--- config.mk ---
export PLATFORM = sky130hd
export DESIGN_NAME = cmdsync
export DESIGN_NICKNAME = d
export VERILOG_FILES = /design/src/hw/cmdsync_pkg.sv /design/src/hw/cmdsync_oq_if.sv /design/src/hw/cmdsync_outq.sv /design/src/hw/cmdsync.sv
export VERILOG_INCLUDE_DIRS = /design/src /design/src/hw
export SDC_FILE = /design/constraint.sdc
export NUM_CORES = 1
export LEC_CHECK = 0
export BUFFER_PORTS_ARGS = -buffer_cell sky130_fd_sc_hd__buf_2
export CORE_ASPECT_RATIO = 1.75
export CORE_MARGIN = 8
export CORE_UTILIZATION = 45
export CTS_CLUSTER_DIAMETER = 50
export DETAILED_ROUTE_END_ITERATION = 16
export HOLD_SLACK_MARGIN = 0.1
export PLACE_DENSITY = 0.71
export SLEW_MARGIN = 25
export SYNTH_ARGS = -nofsm -noshare
export SYNTH_HDL_FRONTEND = slang
export SYNTH_SLANG_ARGS = --single-unit
export TNS_END_PERCENT = 50
--- constraint.sdc ---
create_clock -name i_clk -period 3 [get_ports i_clk]
set_clock_uncertainty 0.2 [all_clocks]
set_input_delay 0.3 -clock i_clk [delete_from_list [all_inputs] [get_ports i_clk]]
set_output_delay 0.3 -clock i_clk [all_outputs]
set_load 0.1 [all_outputs]
--- src/hw/cmdsync_regs.svh ---
`ifndef CMDSYNC_REGS_SVH
`define CMDSYNC_REGS_SVH

// ----------------------------------------
// Register offsets
// ----------------------------------------
`define CS_OFF_CMD   8'h00
`define CS_OFF_ESR   8'h04
`define CS_OFF_ESE   8'h08
`define CS_OFF_SRE   8'h0c
`define CS_OFF_STB   8'h10
`define CS_OFF_OUTQ  8'h14
`define CS_OFF_STAT  8'h18
`define CS_OFF_ISTAT 8'h1c
`define CS_OFF_IMASK 8'h20

// ----------------------------------------
// Field positions
// ----------------------------------------
`define CS_ESR_OPC   0
`define CS_ESR_REF   2
`define CS_ESR_CME   5
`define CS_STB_MAV   4
`define CS_STB_ESB   5
`define CS_STB_MSS   6
`define CS_INT_OPC   0
`define CS_INT_REPLY 1
`define CS_INT_REF   2
`define CS_INT_SRQ   3

// ----------------------------------------
// Command codes, reply and reset values
// ----------------------------------------
`define CS_CMD_OPC   4'h1
`define CS_CMD_OPCQ  4'h2
`define CS_CMD_WAI   4'h3
`define CS_CMD_RST   4'h4
`define CS_CMD_CLS   4'h5
`define CS_CMD_OVL   4'h6
`define CS_REPLY_ONE 8'h01
`define CS_RST_8     8'h00

// ----------------------------------------
// Timing
// ----------------------------------------
`define CS_CLK_NS    10
`define CS_RST_NS    1000
`define CS_RST_CYC   (`CS_RST_NS / `CS_CLK_NS)

`endif

--- src/hw/cmdsync_pkg.sv ---
package cmdsync_pkg;
  typedef enum logic [1:0] {
    CS_IDLE,
    CS_WAI,
    CS_OPCQ
  } cs_state_e;
  typedef logic [7:0] cs_byte_t;
endpackage

--- src/hw/cmdsync_oq_if.sv ---
`timescale 1ns/1ps
interface cmdsync_oq_if;
  logic                 push;
  cmdsync_pkg::cs_byte_t wdata;
  logic                 full;
  logic                 pop;
  cmdsync_pkg::cs_byte_t rdata;
  logic                 empty;
  modport queue (input push, input wdata, input pop, output full, output rdata, output empty);
  modport user  (output push, output wdata, output pop, input full, input rdata, input empty);
endinterface

--- src/hw/cmdsync_outq.sv ---
`timescale 1ns/1ps
module cmdsync_outq #(
  parameter int DEPTH = 4
) (
  input  wire logic   i_clk,
  input  wire logic   i_rst_n,
  cmdsync_oq_if.queue q
);
  import cmdsync_pkg::*;
  localparam int AW = $clog2(DEPTH);

  generate
    if (DEPTH < 2 || (1 << AW) != DEPTH) begin : g_chk
      $error("cmdsync_outq: DEPTH must be a power of two, at least 2");
    end
  endgenerate

  cs_byte_t       mem [DEPTH];
  logic [AW-1:0]  wr_ptr_reg;
  logic [AW-1:0]  rd_ptr_reg;
  logic [AW:0]    cnt_reg;
  cs_byte_t       rdata_reg;
  logic           head_reg;
  logic           do_push;
  logic           do_pop;

  assign do_push = q.push && (cnt_reg != (AW+1)'(DEPTH));
  assign do_pop  = q.pop && head_reg;
  assign q.full  = (cnt_reg == (AW+1)'(DEPTH));
  assign q.rdata = rdata_reg;
  assign q.empty = ~head_reg;

  always_ff @(posedge i_clk) begin
    if (do_push) begin
      mem[wr_ptr_reg] <= q.wdata;
    end
  end

  always_ff @(posedge i_clk or negedge i_rst_n) begin
    if (!i_rst_n) begin
      wr_ptr_reg <= '0;
      rd_ptr_reg <= '0;
      cnt_reg    <= '0;
    end else begin
      if (do_push) wr_ptr_reg <= wr_ptr_reg + 1'b1;
      if (do_pop) rd_ptr_reg <= rd_ptr_reg + 1'b1;
      cnt_reg <= cnt_reg + (AW+1)'(do_push) - (AW+1)'(do_pop);
    end
  end

  // Registered head word and its valid flag
  always_ff @(posedge i_clk or negedge i_rst_n) begin
    if (!i_rst_n) begin
      rdata_reg <= '0;
      head_reg  <= 1'b0;
    end else begin
      rdata_reg <= mem[rd_ptr_reg];
      head_reg  <= (cnt_reg != '0) && !do_pop;
    end
  end
endmodule

--- src/hw/cmdsync.sv ---
// Design decisions made here: the placing of the registers and the APB register port.
`timescale 1ns/1ps
`include "cmdsync_regs.svh"

// Summary of operation
// - *OPC sets ESR bit 0 only after all earlier commands finish.
// - *OPC? blocks commands until nothing pends, then queues reply 1.
// - *WAI blocks later commands until all earlier ones complete.
// - ESE bit 0 enables the operation-complete event into ESB.
// - SRE bit 5 lets a set ESB raise a service request.
// - SRE bit 4 lets message-available raise a service request.
// - Repeated *OPC then ESR read returns LSB 1 once done.
// - Setting commands in one line may run out of order.
// - *RST is overlapped; a later *OPC waits for reset to finish.
// - *CLS drops a pending *OPC; it is refused unless the state is idle.
// - Status reads are answered even while a blocking wait runs.
// - *CLS clears ESR, ISTAT and the service request; the output queue and pending count are kept.
// - Blocking operations refuse other commands; *OPC? then queues 1.
// - State and errors are recorded in readable status registers.
// - Status byte bit rising while enabled raises a service request.
// - Reading an event register returns and clears it.
module cmdsync #(
  parameter int RST_CYCLES = `CS_RST_CYC,
  parameter int PEND_W     = 4,
  parameter int OQ_DEPTH   = 4
) (
  input  wire logic                  i_clk,
  input  wire logic                  i_rst_n,
  input  wire logic                  psel,
  input  wire logic                  penable,
  input  wire logic                  pwrite,
  input  wire logic [7:0]            paddr,
  input  wire logic [31:0]           pwdata,
  output logic      [31:0]           prdata,
  output logic                       pready,
  output logic                       pslverr,
  input  wire logic                  i_op_done,
  output logic                       o_op_start,
  output logic                       o_rst_active,
  output logic                       o_srq,
  output logic                       o_irq,
  output cmdsync_pkg::cs_state_e     o_state
);
  import cmdsync_pkg::*;

  generate
    if (RST_CYCLES < 8 || PEND_W < 1) begin : g_chk
      $error("cmdsync: RST_CYCLES must be at least 8 and PEND_W at least 1");
    end
  endgenerate

  // ----------------------------------------
  // Declarations
  // ----------------------------------------
  cmdsync_oq_if oq ();

  cs_state_e          state_reg;
  cs_byte_t           esr_reg;
  cs_byte_t           ese_reg;
  cs_byte_t           sre_reg;
  cs_byte_t           istat_reg;
  cs_byte_t           imask_reg;
  logic               opc_pend_reg;
  logic [PEND_W-1:0]  pend_cnt_reg;
  logic [31:0]        rst_cnt_reg;
  logic               done_s1_reg;
  logic               done_s2_reg;
  logic               done_d_reg;
  logic [6:0]         stb_prev_reg;
  logic               rqs_reg;
  logic [31:0]        prdata_reg;
  logic               pready_reg;
  logic               pslverr_reg;
  logic               op_start_reg;
  logic               rst_act_reg;
  logic               irq_reg;
  logic               wr_acc;
  logic               rd_acc;
  logic               cmd_wr;
  logic               cmd_ok;
  logic [3:0]         cmd_code;
  logic               pending;
  logic               done_pulse;
  logic               ovl_start;
  logic               rst_start;
  logic               cls_exec;
  logic               opc_set;
  logic               refused;
  logic               bad_cmd;
  logic               reply_push;
  logic [6:0]         stb_now;
  logic               srq_rise;

  function automatic logic addr_ok(input logic [7:0] a);
    case (a)
      `CS_OFF_CMD, `CS_OFF_ESR, `CS_OFF_ESE, `CS_OFF_SRE, `CS_OFF_STB,
      `CS_OFF_OUTQ, `CS_OFF_STAT, `CS_OFF_ISTAT, `CS_OFF_IMASK: addr_ok = 1'b1;
      default: addr_ok = 1'b0;
    endcase
  endfunction

  // ----------------------------------------
  // APB slave, one wait state
  // ----------------------------------------
  assign wr_acc = psel && penable && pready_reg && pwrite && addr_ok(paddr);
  assign rd_acc = psel && penable && pready_reg && !pwrite && addr_ok(paddr);

  always_ff @(posedge i_clk or negedge i_rst_n) begin
    if (!i_rst_n) begin
      pready_reg  <= 1'b0;
      pslverr_reg <= 1'b0;
      prdata_reg  <= '0;
    end else begin
      pready_reg  <= psel && penable && !pready_reg;
      pslverr_reg <= psel && penable && !pready_reg && !addr_ok(paddr);
      if (psel && penable && !pready_reg && !pwrite) begin
        case (paddr)
          `CS_OFF_ESR:   prdata_reg <= {24'h0, esr_reg};
          `CS_OFF_ESE:   prdata_reg <= {24'h0, ese_reg};
          `CS_OFF_SRE:   prdata_reg <= {24'h0, sre_reg};
          `CS_OFF_STB:   prdata_reg <= {25'h0, stb_now};
          `CS_OFF_OUTQ:  prdata_reg <= {24'h0, oq.empty ? 8'h00 : oq.rdata};
          `CS_OFF_STAT:  prdata_reg <= {16'h0, 4'(PEND_W'(pend_cnt_reg)), 1'b0,
                                         rst_act_reg, opc_pend_reg, state_reg == CS_IDLE,
                                         6'h0, state_reg};
          `CS_OFF_ISTAT: prdata_reg <= {24'h0, istat_reg};
          `CS_OFF_IMASK: prdata_reg <= {24'h0, imask_reg};
          default:       prdata_reg <= '0;
        endcase
      end
    end
  end

  // ----------------------------------------
  // Completion input synchroniser
  // ----------------------------------------
  always_ff @(posedge i_clk or negedge i_rst_n) begin
    if (!i_rst_n) begin
      done_s1_reg <= 1'b0;
      done_s2_reg <= 1'b0;
      done_d_reg  <= 1'b0;
    end else begin
      done_s1_reg <= i_op_done;
      done_s2_reg <= done_s1_reg;
      done_d_reg  <= done_s2_reg;
    end
  end
  assign done_pulse = done_s2_reg && !done_d_reg;

  // ----------------------------------------
  // Command decode
  // ----------------------------------------
  assign cmd_wr     = wr_acc && (paddr == `CS_OFF_CMD);
  assign cmd_code   = pwdata[3:0];
  assign cmd_ok     = cmd_wr && (state_reg == CS_IDLE);
  assign refused    = cmd_wr && (state_reg != CS_IDLE);
  assign bad_cmd    = cmd_ok && !(cmd_code inside {`CS_CMD_OPC, `CS_CMD_OPCQ, `CS_CMD_WAI,
                                                   `CS_CMD_RST, `CS_CMD_CLS, `CS_CMD_OVL});
  assign ovl_start  = cmd_ok && (cmd_code == `CS_CMD_OVL);
  assign rst_start  = cmd_ok && (cmd_code == `CS_CMD_RST);
  assign cls_exec   = cmd_ok && (cmd_code == `CS_CMD_CLS);
  assign pending    = (pend_cnt_reg != '0) || rst_act_reg;
  assign reply_push = (state_reg == CS_OPCQ) && !pending && !oq.full;
  assign opc_set    = (cmd_ok && (cmd_code == `CS_CMD_OPC) && !pending)
                      || (opc_pend_reg && !pending && !cls_exec);

  assign oq.push  = reply_push;
  assign oq.wdata = `CS_REPLY_ONE;
  assign oq.pop   = rd_acc && (paddr == `CS_OFF_OUTQ);

  cmdsync_outq #(
    .DEPTH (OQ_DEPTH)
  ) u_outq (
    .i_clk   (i_clk),
    .i_rst_n (i_rst_n),
    .q       (oq)
  );

  // ----------------------------------------
  // Overlapped operation tracking
  // ----------------------------------------
  always_ff @(posedge i_clk or negedge i_rst_n) begin
    if (!i_rst_n) begin
      pend_cnt_reg <= '0;
      op_start_reg <= 1'b0;
    end else begin
      op_start_reg <= ovl_start;
      if (ovl_start && !(done_pulse && pend_cnt_reg != '0) && pend_cnt_reg != '1) begin
        pend_cnt_reg <= pend_cnt_reg + 1'b1;
      end else if (!ovl_start && done_pulse && pend_cnt_reg != '0) begin
        pend_cnt_reg <= pend_cnt_reg - 1'b1;
      end
    end
  end

  always_ff @(posedge i_clk or negedge i_rst_n) begin
    if (!i_rst_n) begin
      rst_cnt_reg <= '0;
      rst_act_reg <= 1'b0;
    end else if (rst_start) begin
      rst_cnt_reg <= 32'(RST_CYCLES);
      rst_act_reg <= 1'b1;
    end else if (rst_cnt_reg != '0) begin
      rst_cnt_reg <= rst_cnt_reg - 1'b1;
      rst_act_reg <= (rst_cnt_reg != 32'd1);
    end
  end

  // ----------------------------------------
  // Sequencing state machine
  // ----------------------------------------
  always_ff @(posedge i_clk or negedge i_rst_n) begin
    if (!i_rst_n) begin
      state_reg <= CS_IDLE;
    end else begin
      case (state_reg)
        CS_IDLE: begin
          if (cmd_ok && cmd_code == `CS_CMD_WAI) state_reg <= CS_WAI;
          else if (cmd_ok && cmd_code == `CS_CMD_OPCQ) state_reg <= CS_OPCQ;
        end
        CS_WAI: begin
          if (!pending) state_reg <= CS_IDLE;
        end
        CS_OPCQ: begin
          if (reply_push) state_reg <= CS_IDLE;
        end
        default: state_reg <= CS_IDLE;
      endcase
    end
  end

  always_ff @(posedge i_clk or negedge i_rst_n) begin
    if (!i_rst_n) begin
      opc_pend_reg <= 1'b0;
    end else if (cls_exec || opc_set) begin
      opc_pend_reg <= 1'b0;
    end else if (cmd_ok && cmd_code == `CS_CMD_OPC) begin
      opc_pend_reg <= 1'b1;
    end
  end

  // ----------------------------------------
  // Event status, enables, status byte
  // ----------------------------------------
  always_ff @(posedge i_clk or negedge i_rst_n) begin
    if (!i_rst_n) begin
      esr_reg <= `CS_RST_8;
    end else begin
      if (cls_exec || (rd_acc && paddr == `CS_OFF_ESR)) esr_reg <= `CS_RST_8;
      if (opc_set) esr_reg[`CS_ESR_OPC] <= 1'b1;
      if (refused) esr_reg[`CS_ESR_REF] <= 1'b1;
      if (bad_cmd) esr_reg[`CS_ESR_CME] <= 1'b1;
    end
  end

  always_ff @(posedge i_clk or negedge i_rst_n) begin
    if (!i_rst_n) begin
      ese_reg   <= `CS_RST_8;
      sre_reg   <= `CS_RST_8;
      imask_reg <= `CS_RST_8;
    end else if (wr_acc) begin
      if (paddr == `CS_OFF_ESE) ese_reg <= pwdata[7:0];
      if (paddr == `CS_OFF_SRE) sre_reg <= pwdata[7:0];
      if (paddr == `CS_OFF_IMASK) imask_reg <= pwdata[7:0];
    end
  end

  always_comb begin
    stb_now = '0;
    stb_now[`CS_STB_MAV] = !oq.empty;
    stb_now[`CS_STB_ESB] = |(esr_reg & ese_reg);
    stb_now[`CS_STB_MSS] = |(stb_now[5:0] & sre_reg[5:0]);
  end
  assign srq_rise = |(stb_now[5:0] & ~stb_prev_reg[5:0] & sre_reg[5:0]);

  always_ff @(posedge i_clk or negedge i_rst_n) begin
    if (!i_rst_n) begin
      stb_prev_reg <= '0;
      rqs_reg      <= 1'b0;
    end else begin
      stb_prev_reg <= stb_now;
      if (srq_rise) rqs_reg <= 1'b1;
      else if (cls_exec || (rd_acc && paddr == `CS_OFF_STB)) rqs_reg <= 1'b0;
    end
  end

  // ----------------------------------------
  // Interrupt status and output
  // ----------------------------------------
  always_ff @(posedge i_clk or negedge i_rst_n) begin
    if (!i_rst_n) begin
      istat_reg <= `CS_RST_8;
      irq_reg   <= 1'b0;
    end else begin
      if (cls_exec || (rd_acc && paddr == `CS_OFF_ISTAT)) istat_reg <= `CS_RST_8;
      if (opc_set) istat_reg[`CS_INT_OPC] <= 1'b1;
      if (reply_push) istat_reg[`CS_INT_REPLY] <= 1'b1;
      if (refused) istat_reg[`CS_INT_REF] <= 1'b1;
      if (srq_rise) istat_reg[`CS_INT_SRQ] <= 1'b1;
      irq_reg <= |(istat_reg & imask_reg);
    end
  end

  assign prdata       = prdata_reg;
  assign pready       = pready_reg;
  assign pslverr      = pslverr_reg;
  assign o_op_start   = op_start_reg;
  assign o_rst_active = rst_act_reg;
  assign o_srq        = rqs_reg;
  assign o_irq        = irq_reg;
  assign o_state      = state_reg;
endmodule

==> flow_metrics.env <==
export IMPL_place_hpwl_um=10100
export IMPL_cts_hold_fix_buffers=11
export IMPL_worst_hold_startpoint="done_s1_reg"
export IMPL_highest_achievable_clock_rate_ghz=0.347
export IMPL_post_layout_nonfiller_instances=703
export IMPL_final_layout_size_suffix_gt1_share_pct=26.4
export IMPL_finalWeightedCongestion=0.903
export IMPL_core_sq_mm=0.0111
export IMPL_dp_cells=676
export IMPL_setup_ws_ns=0.117
export IMPL_post_synth_inst_count=480
export IMPL_max_stage_delay_ns=0.58
export IMPL_power_leakage_nw=2.62
export IMPL_cellInternalPower_mw=2.13
export IMPL_sequential_element_share_of_the_synthesized_area_pct=49.2
export IMPL_timing_rr_start="o_state[1]"
export IMPL_synth_simple_gate_area_share_pct=20.7
export IMPL_total_power_mw=3.03
export IMPL_design_portCount=86
export IMPL_final_period_utilization_pct=96.1
export IMPL_fp_row_count=51
export IMPL_worst_endpoint_arrival_ns=2.97
export IMPL_power_net_switching_mw=0.904
export IMPL_power_density_mw_per_mm2=494
export IMPL_hold_end="done_s2_reg"
export IMPL_drt_pass1_iterations=4
export IMPL_timing_final_max_slew_violations=0
export IMPL_count_of_flip_flops_with_a_built_in_enable_after_synthesis=0
export IMPL_antenna_violating_nets_post_route=0
export IMPL_min_delay_path_depth=0
export IMPL_multi_input_comb_area_sq_mm=0.00245
export IMPL_synthXorXnorAreaFrac_pct=1.36
export IMPL_adder_cell_fraction_of_synth_area_pct=2.24
export IMPL_area_growth_pct=19.6
export IMPL_worst_path_buf_inv=1
export IMPL_startpoint_type="flop"
export IMPL_postCtsSetupBuffers=0
export IMPL_detailedPlace_worstSlack_ns=0.0206
export IMPL_fin_util_pct=55.3
export IMPL_finalHoldWorstSlack_ns=0.159
export IMPL_layout_cell_area_non_filler_sq_mm=0.00614
export IMPL_worst_pin_slew_ns=0.802
export IMPL_avgViaCountPerCell=5.98
export IMPL_die_span_in_x_um=96.8
export IMPL_sequential_cell_area_sq_mm=0.00253
export IMPL_antenna_diode_count=0
export IMPL_rsz0062_at_grt="no"
export IMPL_placement_cell_area_sq_mm=0.00572
export IMPL_detailroute_via_count=4207
export IMPL_crit_type="reg -> reg"
export IMPL_grt_ovfl_total=0
export IMPL_grt_first_pass_wirelength_um=21800
export IMPL_hold_viol=0
export IMPL_p_sw_share_pct=29.8
export IMPL_min_period_ns=2.88
export IMPL_drc_errors=0
export IMPL_worstPathCellList="or4b_4 > nor4_4 > and4_1 > inv_1 > ha_1 > a21o_1 > a21oi_1 > mux2i_1 > xnor2_1"
export IMPL_grt_antenna_before_repair=1
export IMPL_worstRegToRegCells=9
export IMPL_seq_power_share_pct=48.5
export IMPL_floorplan_initialDensity_pct=46.3
export IMPL_critical_path_endpoint_category="flop"
export IMPL_setup_viol=0
export IMPL_synthesis_area_sq_mm=0.00514
export IMPL_yosys_mux_area_fraction_pct=7.14
export IMPL_cts_resized=0
export IMPL_regToRegEndpoint="pend_cnt_reg[3]"
export IMPL_final_net_count=620
export IMPL_max_cap_violations=0
export IMPL_io_buffer_count=44
export IMPL_die_span_in_y_um=157
export IMPL_min_path_type="reg -> reg"
export IMPL_synthesis_yosys_warnings=0
export IMPL_mostFrequentLayoutCells="dfrtp_1 (98), buf_2 (43), buf_4 (39)"
export IMPL_synth_area_in_compound_gates_pct=14.4
export IMPL_critical_path_top_delay_family="simple AND/OR/NAND/NOR gates"
export IMPL_dominant_combinational_cell_family_by_area_after_synthesis="simple AND/OR/NAND/NOR gates"
export IMPL_grt_total_usage_pct=17.8
export IMPL_ff2ff_setup_slack_ns=0.12
export IMPL_worst_ir_drop_vdd_mv=0.376
export IMPL_finalWirelength_um=13500
export IMPL_clock_tree_root_cell="clkbuf_16"
export IMPL_ctsLongestPathBuffers=2
export IMPL_cpMaxStageDelayCell="or4b_4"
export IMPL_cts_num_sinks=101
export IMPL_clkTransAtPathRegs_ns=0.07
export IMPL_clock_latency_ns=0.36
export IMPL_run_status="finished clean"
export IMPL_number_of_global_route_vias_before_repair=4247
export IMPL_totalNegativeSetupSlack_ns=0
export IMPL_wl_per_cell_um=19.2
export IMPL_cp_max_fo=3
export IMPL_syn_area_per_cell_sq_um=10.7
export IMPL_fill_cells=1000
export IMPL_maxSlewHeadroom_pct=46.1
export IMPL_tritoncts="built"
export IMPL_synthArstFlopShare_pct=100
export IMPL_mostFrequentLayoutCell="dfrtp_1"
export IMPL_total_die_area_sq_mm=0.0152
export IMPL_largest_register_ffs=32
export IMPL_number_of_cts_inserted_buffers=9
export IMPL_ys_ff_latch=101
export IMPL_drt_first_iter_violations=140
export IMPL_pin_count_of_the_biggest_net_entering_global_routing=77
export IMPL_synth_lib_cells_used_distinct=64
export IMPL_yosys_most_used_dff="dfrtp_1"
export IMPL_cp_required_ns=3.08
export IMPL_clock_tree_htree_level_count=3
export IMPL_p_clk_share_pct=39.5
export IMPL_power_frac_comb_pct=11.9
[cell usage after synthesis (3+ instances only)]
cell,n,share of area (%)
a21o_1,6,0.88
a21oi_1,24,2.3
a221oi_1,4,0.68
a22o_1,9,1.5
a22oi_1,7,1.0
a32oi_1,3,0.51
and2_1,4,0.49
and3_1,3,0.37
and4_1,3,0.51
buf_2,4,0.39
buf_4,17,2.5
clkbuf_1,14,1.0
dfrtp_1,101,49
ha_1,6,1.5
inv_1,9,0.66
mux2_2,27,5.9
mux2i_1,4,0.78
nand2_1,37,2.7
nand2b_1,6,0.73
nand3_1,3,0.29
nand4b_1,3,0.51
nor2_1,19,1.4
nor2b_1,4,0.49
nor3_1,13,1.3
nor3b_1,3,0.44
nor4_1,16,1.9
nor4b_1,3,0.51
o211ai_1,4,0.58
o21ai_0,21,2.0
o31ai_1,11,1.6
or2_2,3,0.37
or3_1,17,2.1
or4_1,22,3.2
or4_4,3,0.66
xnor2_1,5,0.85
xor2_1,3,0.51
[routing by layer]
metal	vias to the layer above	GRT usage [%]	share of wire (%)
met5	-	0	0.074
met4	2	10.1	4.9
met3	43	4.17	4.5
met2	120	33.0	54
met1	2084	17.8	37
li1	1958	-	-
[layout make-up]
| class | count | area share, % |
|---|---|---|
| sequential | 101 | 41.3 |
| multi-input combinational | 350 | 39.9 |
| timing repair buffer | 95 | 10.6 |
| clock buffer | 9 | 3.67 |
| tap | 132 | 2.69 |
| clock inverter | 7 | 1.41 |
| inverter | 9 | 0.550 |
[worst max path at each step]
stage	from	endpoint	slack, ns	depth (start not counted)
5_1_grt	rst_cnt_reg[28]	rst_cnt_reg[1]	0.03	6
2_1_floorplan	o_state[0]	pend_cnt_reg[3]	0.02	9
3_3_place_gp	paddr[6]	pend_cnt_reg[3]	0.09	10
6_report	o_state[1]	pend_cnt_reg[3]	0.12	9
4_1_cts	o_state[1]	pend_cnt_reg[3]	0.12	9
3_5_place_dp	paddr[6]	pend_cnt_reg[3]	0.02	10
[worst reg2reg max path: stages (launching register included)]
cell and delay [ns]:
dfrtp_4 0.48, or4b_4 0.58, nor4_4 0.18, and4_1 0.25
inv_1 0.08, ha_1 0.28, a21o_1 0.19, a21oi_1 0.18
mux2i_1 0.25, xnor2_1 0.14
[power groups by stage]
stage,logic [mW],registers (mW),clock network (mW)
3_3_place_gp,0.337,1.49,0
2_1_floorplan,0.242,1.50,0
4_1_cts,0.362,1.47,1.21
5_1_grt,0.394,1.48,1.26
3_5_place_dp,0.349,1.50,0
6_report,0.362,1.47,1.20
[cell families after synthesis]
kind of cell	Yosys count
other	2
and+or+nand+nor	177
adders and majority gates	8
buffers and inverters	45
DFF	101
xor gates and xnor gates	8
muxes	32
AOI/OAI and AO/OA	107
(Power assumes the default switching activity.)
